--- src/verilog/cgsb_regs.vh ---
`ifndef CGSB_REGS_VH
`define CGSB_REGS_VH
// register offsets (byte addresses)
`define CGSB_OFS_CTRL 8'h00
`define CGSB_OFS_BUSY 8'h04
`define CGSB_OFS_GEN 8'h20
`define CGSB_GEN_STRIDE 8'h04
`define CGSB_GEN_LAST 8'h40
// field positions
`define CGSB_CTRL_SOFTWARE_RESET_REQUEST_BIT 0
`define CGSB_BUSY_SOFTWARE_RESET_REQUEST_BIT 0
`define CGSB_BUSY_GEN_LSB 2
// reset values
`define CGSB_GEN0_RST 32'h00000106
`define CGSB_GENN_RST 32'h00000000
`define CGSB_BUSY_RST 32'h00000000
// timing counts: generator-domain tick every DIV bus clocks, sync takes SYNC_TICKS ticks
`define CGSB_DIV 8'h04
`define CGSB_SYNC_TICKS 3'h2
// bus answers
`define CGSB_RESP_OKAY 2'h0
`define CGSB_RESP_SLVERR 2'h2
`endif

--- src/verilog/cgsb_top.v ---
// How it works
// - a write to generator n's control register sets busy bit 2+n of the busy register one cycle after the write answer, as its sync begins.
// - a generator's busy bit clears when its sync completes, when its clock switch finishes, or when a software reset request lands.
// - writing one to the software reset bit sets busy bit 0 as its sync begins.
// - busy bit 0 drops once the software reset request has crossed domains.
// - generator 0's control register resets to 0x106, the other eight to zero.
// - nine generator control registers sit at 0x20 plus 4 times the generator index.
//
// Register access over AXI4-Lite was left to the implementer.
`timescale 1ns/10ps
`include "cgsb_regs.vh"
module cgsb_top (
  input wire aclk, // bus clock
  input wire aresetn, // synchronous reset, active low
  input wire [7:0] s_axi_awaddr, // write address
  input wire s_axi_awvalid, // write address valid
  output reg s_axi_awready, // write address ready
  input wire [31:0] s_axi_wdata, // write data
  input wire [3:0] s_axi_wstrb, // byte enables
  input wire s_axi_wvalid, // write data valid
  output reg s_axi_wready, // write data ready
  output reg [1:0] s_axi_bresp, // write response
  output reg s_axi_bvalid, // write response valid
  input wire s_axi_bready, // write response ready
  input wire [7:0] s_axi_araddr, // read address
  input wire s_axi_arvalid, // read address valid
  output reg s_axi_arready, // read address ready
  output reg [31:0] s_axi_rdata, // read data
  output reg [1:0] s_axi_rresp, // read response
  output reg s_axi_rvalid, // read data valid
  input wire s_axi_rready, // read data ready
  input wire [8:0] gen_switch_done, // per-generator clock switch finished, pulse
  output reg [287:0] gen_applied, // control values as seen by the generator domains
  output reg soft_reset_pulse // one-cycle pulse when the reset request lands
);
  reg [31:0] gen_ctrl [0:8];
  reg [7:0] aw_addr;
  reg aw_have;
  reg [31:0] w_data;
  reg [3:0] w_strb;
  reg w_have;
  reg software_reset_request_req;
  reg [8:0] gen_start;
  reg software_reset_request_start;
  reg [7:0] div_count;
  reg tick;
  wire [8:0] gen_busy;
  wire [8:0] gen_done;
  wire software_reset_request_busy;
  wire software_reset_request_done;
  wire [31:0] busy_word;
  integer i;

  // true when the address falls on one of the generator control words
  function gen_hit;
    input [7:0] a;
    begin
      gen_hit = (a >= `CGSB_OFS_GEN) && (a <= `CGSB_GEN_LAST) && (a[1:0] == 2'h0);
    end
  endfunction

  // generator index from its byte address
  function [3:0] gen_sel;
    input [7:0] a;
    reg [7:0] d;
    begin
      d = a - `CGSB_OFS_GEN;
      gen_sel = d[5:2];
    end
  endfunction

  // apply byte enables to a stored word
  function [31:0] merge;
    input [31:0] old;
    input [31:0] nw;
    input [3:0] strb;
    integer b;
    begin
      merge = old;
      for (b = 0; b < 4; b = b + 1) begin
        if (strb[b]) begin
          merge[b*8 +: 8] = nw[b*8 +: 8];
        end
      end
    end
  endfunction

  // slow-domain enable from a divider
  always @(posedge aclk) begin
    if (!aresetn) begin
      div_count <= 8'h00;
      tick <= 1'b0;
    end else if (div_count == `CGSB_DIV - 8'h01) begin
      div_count <= 8'h00;
      tick <= 1'b1;
    end else begin
      div_count <= div_count + 8'h01;
      tick <= 1'b0;
    end
  end

  // one tracker per generator plus one for software reset
  genvar g;
  generate
    for (g = 0; g < 9; g = g + 1) begin : gen_trk
      cgsb_sync u_sync (
        .aclk(aclk),
        .aresetn(aresetn),
        .tick(tick),
        .start(gen_start[g]),
        .abort(gen_switch_done[g] | software_reset_request_done),
        .busy(gen_busy[g]),
        .done(gen_done[g])
      );
    end
  endgenerate

  cgsb_sync u_software_reset_request (
    .aclk(aclk),
    .aresetn(aresetn),
    .tick(tick),
    .start(software_reset_request_start),
    .abort(1'b0),
    .busy(software_reset_request_busy),
    .done(software_reset_request_done)
  );

  // busy register layout
  assign busy_word = {21'h000000, gen_busy, 1'b0, software_reset_request_busy};

  // write channel and register updates
  always @(posedge aclk) begin
    if (!aresetn) begin
      s_axi_awready <= 1'b1;
      s_axi_wready <= 1'b1;
      s_axi_bvalid <= 1'b0;
      s_axi_bresp <= `CGSB_RESP_OKAY;
      aw_have <= 1'b0;
      w_have <= 1'b0;
      aw_addr <= 8'h00;
      w_data <= 32'h00000000;
      w_strb <= 4'h0;
      software_reset_request_req <= 1'b0;
      gen_start <= 9'h000;
      software_reset_request_start <= 1'b0;
      soft_reset_pulse <= 1'b0;
      gen_ctrl[0] <= `CGSB_GEN0_RST;
      for (i = 1; i < 9; i = i + 1) begin
        gen_ctrl[i] <= `CGSB_GENN_RST;
      end
    end else begin
      gen_start <= 9'h000;
      software_reset_request_start <= 1'b0;
      soft_reset_pulse <= software_reset_request_done;
      // reset request landed: registers back to reset values; a write committed in the same cycle comes after and wins
      if (software_reset_request_done) begin
        software_reset_request_req <= 1'b0;
        gen_ctrl[0] <= `CGSB_GEN0_RST;
        for (i = 1; i < 9; i = i + 1) begin
          gen_ctrl[i] <= `CGSB_GENN_RST;
        end
      end
      if (s_axi_awvalid && s_axi_awready) begin
        aw_addr <= s_axi_awaddr;
        aw_have <= 1'b1;
        s_axi_awready <= 1'b0;
      end
      if (s_axi_wvalid && s_axi_wready) begin
        w_data <= s_axi_wdata;
        w_strb <= s_axi_wstrb;
        w_have <= 1'b1;
        s_axi_wready <= 1'b0;
      end
      if (aw_have && w_have && !s_axi_bvalid) begin
        aw_have <= 1'b0;
        w_have <= 1'b0;
        s_axi_bvalid <= 1'b1;
        s_axi_bresp <= `CGSB_RESP_OKAY;
        if (gen_hit(aw_addr)) begin
          gen_ctrl[gen_sel(aw_addr)] <= merge(gen_ctrl[gen_sel(aw_addr)], w_data, w_strb);
          gen_start[gen_sel(aw_addr)] <= 1'b1;
        end else if (aw_addr == `CGSB_OFS_CTRL) begin
          if (w_strb[0] && w_data[`CGSB_CTRL_SOFTWARE_RESET_REQUEST_BIT]) begin
            software_reset_request_req <= 1'b1;
            software_reset_request_start <= 1'b1;
          end
        end else if (aw_addr != `CGSB_OFS_BUSY) begin
          s_axi_bresp <= `CGSB_RESP_SLVERR;
        end
      end
      if (s_axi_bvalid && s_axi_bready) begin
        s_axi_bvalid <= 1'b0;
        s_axi_awready <= 1'b1;
        s_axi_wready <= 1'b1;
      end
    end
  end

  // generator-side copies take the value when its crossing completes
  always @(posedge aclk) begin
    if (!aresetn) begin
      gen_applied <= {256'h0, `CGSB_GEN0_RST};
    end else if (software_reset_request_done) begin
      gen_applied <= {256'h0, `CGSB_GEN0_RST};
    end else begin
      for (i = 0; i < 9; i = i + 1) begin
        if (gen_done[i]) begin
          gen_applied[i*32 +: 32] <= gen_ctrl[i];
        end
      end
    end
  end

  // read channel
  always @(posedge aclk) begin
    if (!aresetn) begin
      s_axi_arready <= 1'b1;
      s_axi_rvalid <= 1'b0;
      s_axi_rdata <= 32'h00000000;
      s_axi_rresp <= `CGSB_RESP_OKAY;
    end else if (s_axi_arvalid && s_axi_arready) begin
      s_axi_arready <= 1'b0;
      s_axi_rvalid <= 1'b1;
      s_axi_rresp <= `CGSB_RESP_OKAY;
      if (gen_hit(s_axi_araddr)) begin
        s_axi_rdata <= gen_ctrl[gen_sel(s_axi_araddr)];
      end else if (s_axi_araddr == `CGSB_OFS_BUSY) begin
        s_axi_rdata <= busy_word;
      end else if (s_axi_araddr == `CGSB_OFS_CTRL) begin
        s_axi_rdata <= {31'h00000000, software_reset_request_req};
      end else begin
        s_axi_rdata <= 32'h00000000;
        s_axi_rresp <= `CGSB_RESP_SLVERR;
      end
    end else if (s_axi_rvalid && s_axi_rready) begin
      s_axi_rvalid <= 1'b0;
      s_axi_arready <= 1'b1;
    end
  end
endmodule // cgsb_top

--- src/verilog/cgsb_sync.v ---
`timescale 1ns/10ps
`include "cgsb_regs.vh"
// one synchronisation tracker: busy from start until the slow domain has seen the value
module cgsb_sync (
  input wire aclk, // bus clock
  input wire aresetn, // synchronous reset, active low
  input wire tick, // slow-domain enable pulse
  input wire start, // write begins crossing
  input wire abort, // clock switch finished or software reset landed, ends the crossing early
  output reg busy, // crossing under way
  output reg done // one-cycle pulse when the crossing completes
);
  reg [2:0] count;

  // a start in the same cycle as completion keeps busy set
  always @(posedge aclk) begin
    if (!aresetn) begin
      busy <= 1'b0;
      done <= 1'b0;
      count <= 3'h0;
    end else begin
      done <= 1'b0;
      if (start) begin
        busy <= 1'b1;
        count <= 3'h0;
      end else if (busy && abort) begin
        busy <= 1'b0;
      end else if (busy && tick) begin
        if (count == `CGSB_SYNC_TICKS - 3'h1) begin
          busy <= 1'b0;
          done <= 1'b1;
        end else begin
          count <= count + 3'h1;
        end
      end
    end
  end
endmodule // cgsb_sync

--- config.mk ---
export PLATFORM = sky130hd
export DESIGN_NAME = cgsb_top
export DESIGN_NICKNAME = d
export VERILOG_FILES = /design/src/verilog/cgsb_top.v /design/src/verilog/cgsb_sync.v
export VERILOG_INCLUDE_DIRS = /design/src /design/src/verilog
export SDC_FILE = /design/constraint.sdc
export NUM_CORES = 1
export LEC_CHECK = 0
export BUFFER_PORTS_ARGS = -buffer_cell sky130_fd_sc_hd__buf_2
export CORE_MARGIN = 2
export CORE_UTILIZATION = 40
export DETAILED_ROUTE_END_ITERATION = 12
export PLACE_DENSITY = 0.66
export SLEW_MARGIN = 15
export SYNTH_ARGS = -nofsm -noshare
export SYNTH_HDL_FRONTEND = slang
export SYNTH_SLANG_ARGS = --single-unit
--- constraint.sdc ---
create_clock -name aclk -period 2.2 [get_ports aclk]
set_input_delay 0.11 -clock aclk [delete_from_list [all_inputs] [get_ports aclk]]
set_output_delay 0.11 -clock aclk [all_outputs]
set_load 0.02 [all_outputs]
# Word-level counts from Yosys, hierarchy flattened
# Memories as Yosys holds them, arrays and structs flattened. A register that Yosys moved wholly into a read port is not among the register bits.
# Index checks and enable logic that the tools add are counted.
[word_totals]
register_bits = 158
ram_bits = 288
inputBits = 68
output_inout_bits = 330
word_cells = 384
memories = 1
[memory_table]
columns = ["memory", "words", "word_bits", "rd", "rd_ports_with_merged_regs", "write_ports", "line_no", "rtl"]
rows = [
  ["gen_ctrl", 9, 32, 10, 9, 10, "cgsb_top.v:36", "reg [31:0] gen_ctrl [0:8];"],
]
[classes]
add_sub_neg = 13
magnitude_cmp = 6
eq_ne = 26
muxes = 104
bitwise_logic = 77
reduce_logical = 108
[op_table]
columns = ["op", "n"]
rows = [
  ["32-bit two-way mux", 10],
  ["8-bit two-way mux", 16],
  ["1-bit two-way mux", 70],
  ["3-bit nonzero test", 18],
  ["1-bit inverter", 41],
  ["4-bit OR reduction", 10],
  ["4-bit == test (first input constant)", 9],
  ["1-bit logical AND", 32],
  ["3-bit by 1-bit adder with 3-bit output (second input constant)", 10],
  ["3-bit by 1-bit == test with 1-bit output (second input constant)", 10],
  ["2-bit AND reduction", 15],
  ["3-bit AND reduction", 10],
  ["2-bit OR reduction", 14],
  ["1-bit bitwise AND", 18],
  ["1-bit OR", 18],
  ["8-bit by 6-bit >= comparator with 1-bit output (second input constant)", 2],
  ["8-bit by 7-bit less-or-equal comparator with 1-bit output (second input constant)", 2],
  ["8-bit logical NOT", 2],
  ["4-bit != test (second input constant)", 4],
  ["2-bit two-way mux", 6],
  ["6-bit subtractor (second input constant)", 2],
  ["11-bit two-way mux", 1],
  ["8-bit by 1-bit adder with 8-bit output (second input constant)", 1],
  ["8-bit by 2-bit == test with 1-bit output (second input constant)", 1],
  ["9 further kinds", 12],
]

# Depth between registers and ports, before layout
[logic_depth]
word_depth = 11
mapped_depth = 8
mapped_depth_nobuf = 6

# By module
# Synthesis repeated with hierarchy kept, for this count alone.
[unflattened]
cells_unflattened = 2779
hier_area_um2 = 36884.1
[modules_own_cells]
columns = ["mod", "n_inst", "cells_per_inst", "area_each_um2", "seq_area_each_um2"]
rows = [
  ["cgsb_top", 1, 2499, 34331.7, 22301.4],
  ["cgsb_sync", 10, 28, 255.2, 100.1],
]

# Worst setup path before layout
# OpenSTA, ideal clock, no wires.
[synth_path]
kind = "reg2reg"
startpoint = "register s_axi_bvalid"
endpoint = "memory gen_ctrl[3][0], enable pin"
setup_ps = 385
arrival_ps = 2079
required_time_ps = 1815
setup_slack_ps = -265
stages_incl_launch_ff = 7
n_path_buf = 2
synth_period_minus_slack_ps = 2465
cell_sequence = "dfxtp_1 > and3b_1 > clkbuf_1 > buf_2 > nand4_1 > nand2_1 > a21boi_0"
[synth_lines]
columns = ["element", "line_no", "rtl"]
rows = [
  ["from (decl)", "cgsb_top.v:23", "output reg s_axi_bvalid,"],
  ["from (signal assigned)", "cgsb_top.v:136", "s_axi_bvalid <= 1'b0;"],
  ["from (signal assigned)", "cgsb_top.v:177", "s_axi_bvalid <= 1'b1;"],
  ["from (signal assigned)", "cgsb_top.v:192", "s_axi_bvalid <= 1'b0;"],
  ["to (decl)", "cgsb_top.v:36", ""],
]

==> metrics.cfg <==
[worst_setup_path]
crit_slowest_cell = o31a_1
cpPeakStageDelay_ps = 500
r2r_cells = 5
cp-start-kind = flop
criticalPathCategory = flop to flop
worstPathRequired_ps = 2490
arrival_ps = 2410
cp_max_fo = 8
cp_cell_sequence = and3b_1 -> nand3_1 -> o21ai_1 -> buf_4 -> o31a_1
worstSetupEndpointType = flop

[clock_tree]
clk_pin_slew_worst_paths_ps = 60
tritoncts = done
clk_latency_ps = 670
clockRootBuffer = clkbuf_16
clockBufferDepth = 3
htree_levels = 3
cts_made_buffers = 95
cts_sinks = 928

[floorplan]
die_h_um = 305
start_util = 0.404
rows = 110
die_width_um = 305
core_region_area_um2 = 90000
die_area_um2 = 93300
ios = 398

[sta]
max_freq_ghz = 0.470
fin_crit_ps = 2130
tightestPinTransition_ps = 976
max-slew-margin-rel = 0.348
hold_ws_ps = 44.9
slew_violations = 0
worst_slack_ps = 74.4
clock_skew_ps = 23.5
post-route-period-util = 0.966
hold_viol = 0
setup_viol_count_final = 0

[routing]
met2_length_um = 50400
viasPerCell = 5.17
dr_wl_met3_um = 10400
drtAntennaViolNets = 0
drt-pass1-iter-count = 7
routed.top_layer = met4
detail_route.wl_per_cell_um = 23.3
via_count = 24800
wl_met1_um = 47500
drc = 0
dr.first_iter.drc_count = 2439
routed_wl_um = 112000

[min_path]
hp-class = input pin to flop
hold_path_depth = 5

[power]
p_per_area_nw_per_um2 = 839
p_leak_uw = 0.0176
power.total_uw = 38100
ir_drop_mv = 0.613

[layout]
multi_input_area_um2 = 12900
seqCellArea_um2 = 23400
final_util = 0.505
fillerInstances = 7870
fin_area_um2 = 45400
drive_gt1_frac = 0.249
area_delta_synth_final_pct = 25.0
fin_nets = 3624

[status]
status = completed

[global_route]
grt_overflow_total = 0
grt_use_total = 0.235
grt_pass1_wl_um = 161000
first_global_vias = 23700
grt_max_degree = 55
antenna_found_initial = 1

[placement]
hpwl_um = 82200
place_ws_ps = -84.9
place_congestion = 0.882
dpl_cell_area_um2 = 41400
portBuffers = 395

[synthesis]
synth.distinct_cells = 59
syn_area_per_cell_um2 = 12.9
ys_seq_elements = 928
synth_top_cell_by_area = edfxtp_1
yosysMostFrequentCell = nor2_1
ys_warn_count = 0
synth_common_cells = nor2_1 (573), edfxtp_1 (484), dfxtp_1 (444)
synth_top_area_share = 0.400
ys.flop_type = edfxtp_1
synthCells = 2808
ys_seq_area_frac = 0.645
async_reset_ff_frac = 0
synth_area_um2 = 36300
yosys-top-cells-area = edfxtp_1 (40%), dfxtp_1 (24%), mux2i_1 (8.1%)
synth_edf_count = 484

[flow_run]
maxCapViolCount = 0

[cell usage in the layout, fill, tap and decap left out, drive strengths merged, types with 10 or more instances in the layout]
cell type / instances
nor2: 573
buf: 555
edfxtp: 484
dfxtp: 444
mux2i: 294
conb: 198
nand2: 161
clkbuf: 125
mux4: 121
and2: 98
a21oi: 71
dlygate4sd3: 64
o22ai: 50
nand3: 31
inv: 30
clkinv: 29
nand2b: 27
nor2b: 22
o31ai: 22
o21ai: 22
xor2: 21
ha: 21
nand4: 20
nor3: 15
bufinv: 13
a31oi: 10
[state kept, by name, indices dropped and copies added (netlist names), 3 cells and up]
signal,cells
div_count,8
aw_addr,8
w_strb,4
s_axi_rdata,32
gen_trk.u_sync.count,27
w_data,32
gen_trk.u_sync.busy,9
gen_trk.u_sync.done,9
u_software_reset_request.count,3
gen_applied,288
gen_ctrl,484
gen_start,9
[through the flow]
step | TNS (ps) | cells
3_5_place_dp | -795 | 4547
6_report | 0 | 4795
3_3_place_gp | -318 | 4547
2_1_floorplan | -2070 | 3005
5_1_grt | -154 | 4794
4_1_cts | 0 | 4791
[worst max-delay path, delay by kind of cell, from the launching register on]
kind,cells,cell delay [ps]
AOI/OAI and AO/OA,2,770
buffers and inverters,1,160
DFF,1,340
and+or+nand+nor,2,480
[area by class of cell]
type                       instances  area share
antenna                            1   0.0000551
clock buffer                     124      0.0588
clock inverter                    56      0.0150
inverter                          25     0.00207
multi-input combinational       1865       0.284
sequential                       928       0.516
tap                             1176      0.0324
timing repair buffer             620      0.0922
[power breakdown]
group          switching [uW]  internal [uW]  total [uW]  leakage, uW
logic                    1140            783        1920      0.00735
clock network            6990          10200       17100      0.00162
registers                 345          18700       19000      0.00858
total                    8470          29600       38100       0.0176
[per-layer routing]
metal  global-route usage  vias to the layer above
li1                     -                    11300
met1                0.323                    12300
met2                0.363                     1056
met3               0.0579                      167
met4               0.0795                        0
met5                    0                        -
[logic make-up after synthesis]
| kind of cell | Yosys count | synth area share |
|---|---|---|
| simple gates | 982 | 0.119 |
| compound gates | 215 | 0.0396 |
| mux | 424 | 0.159 |
| buf+inv | 212 | 0.0244 |
| flops | 928 | 0.645 |
| fa+ha+maj | 21 | 0.00723 |
| xor+xnor | 25 | 0.00603 |
| other cells | 1 | 0.000103 |
[final timing paths]
path                   startpoint                endpoint  slack [ps]
hold reg to reg      gen_start[6]  gen_trk[6].u_sync.busy         460
setup reg to reg           w_have         gen_ctrl[0][16]          70
hold / removal    s_axi_araddr[5]          s_axi_rdata[0]          40
setup / recovery           w_have         gen_ctrl[0][16]          70
[what timing repair did]
item,4_1_cts,5_1_grt
pin swaps,0,1
hold endpoints to repair,94,0
buffers inserted,0,3
endpoints found under the setup margin,26,60
gates resized for setup,4,4
hold buffers,64,0
(Power assumes the default switching activity.)
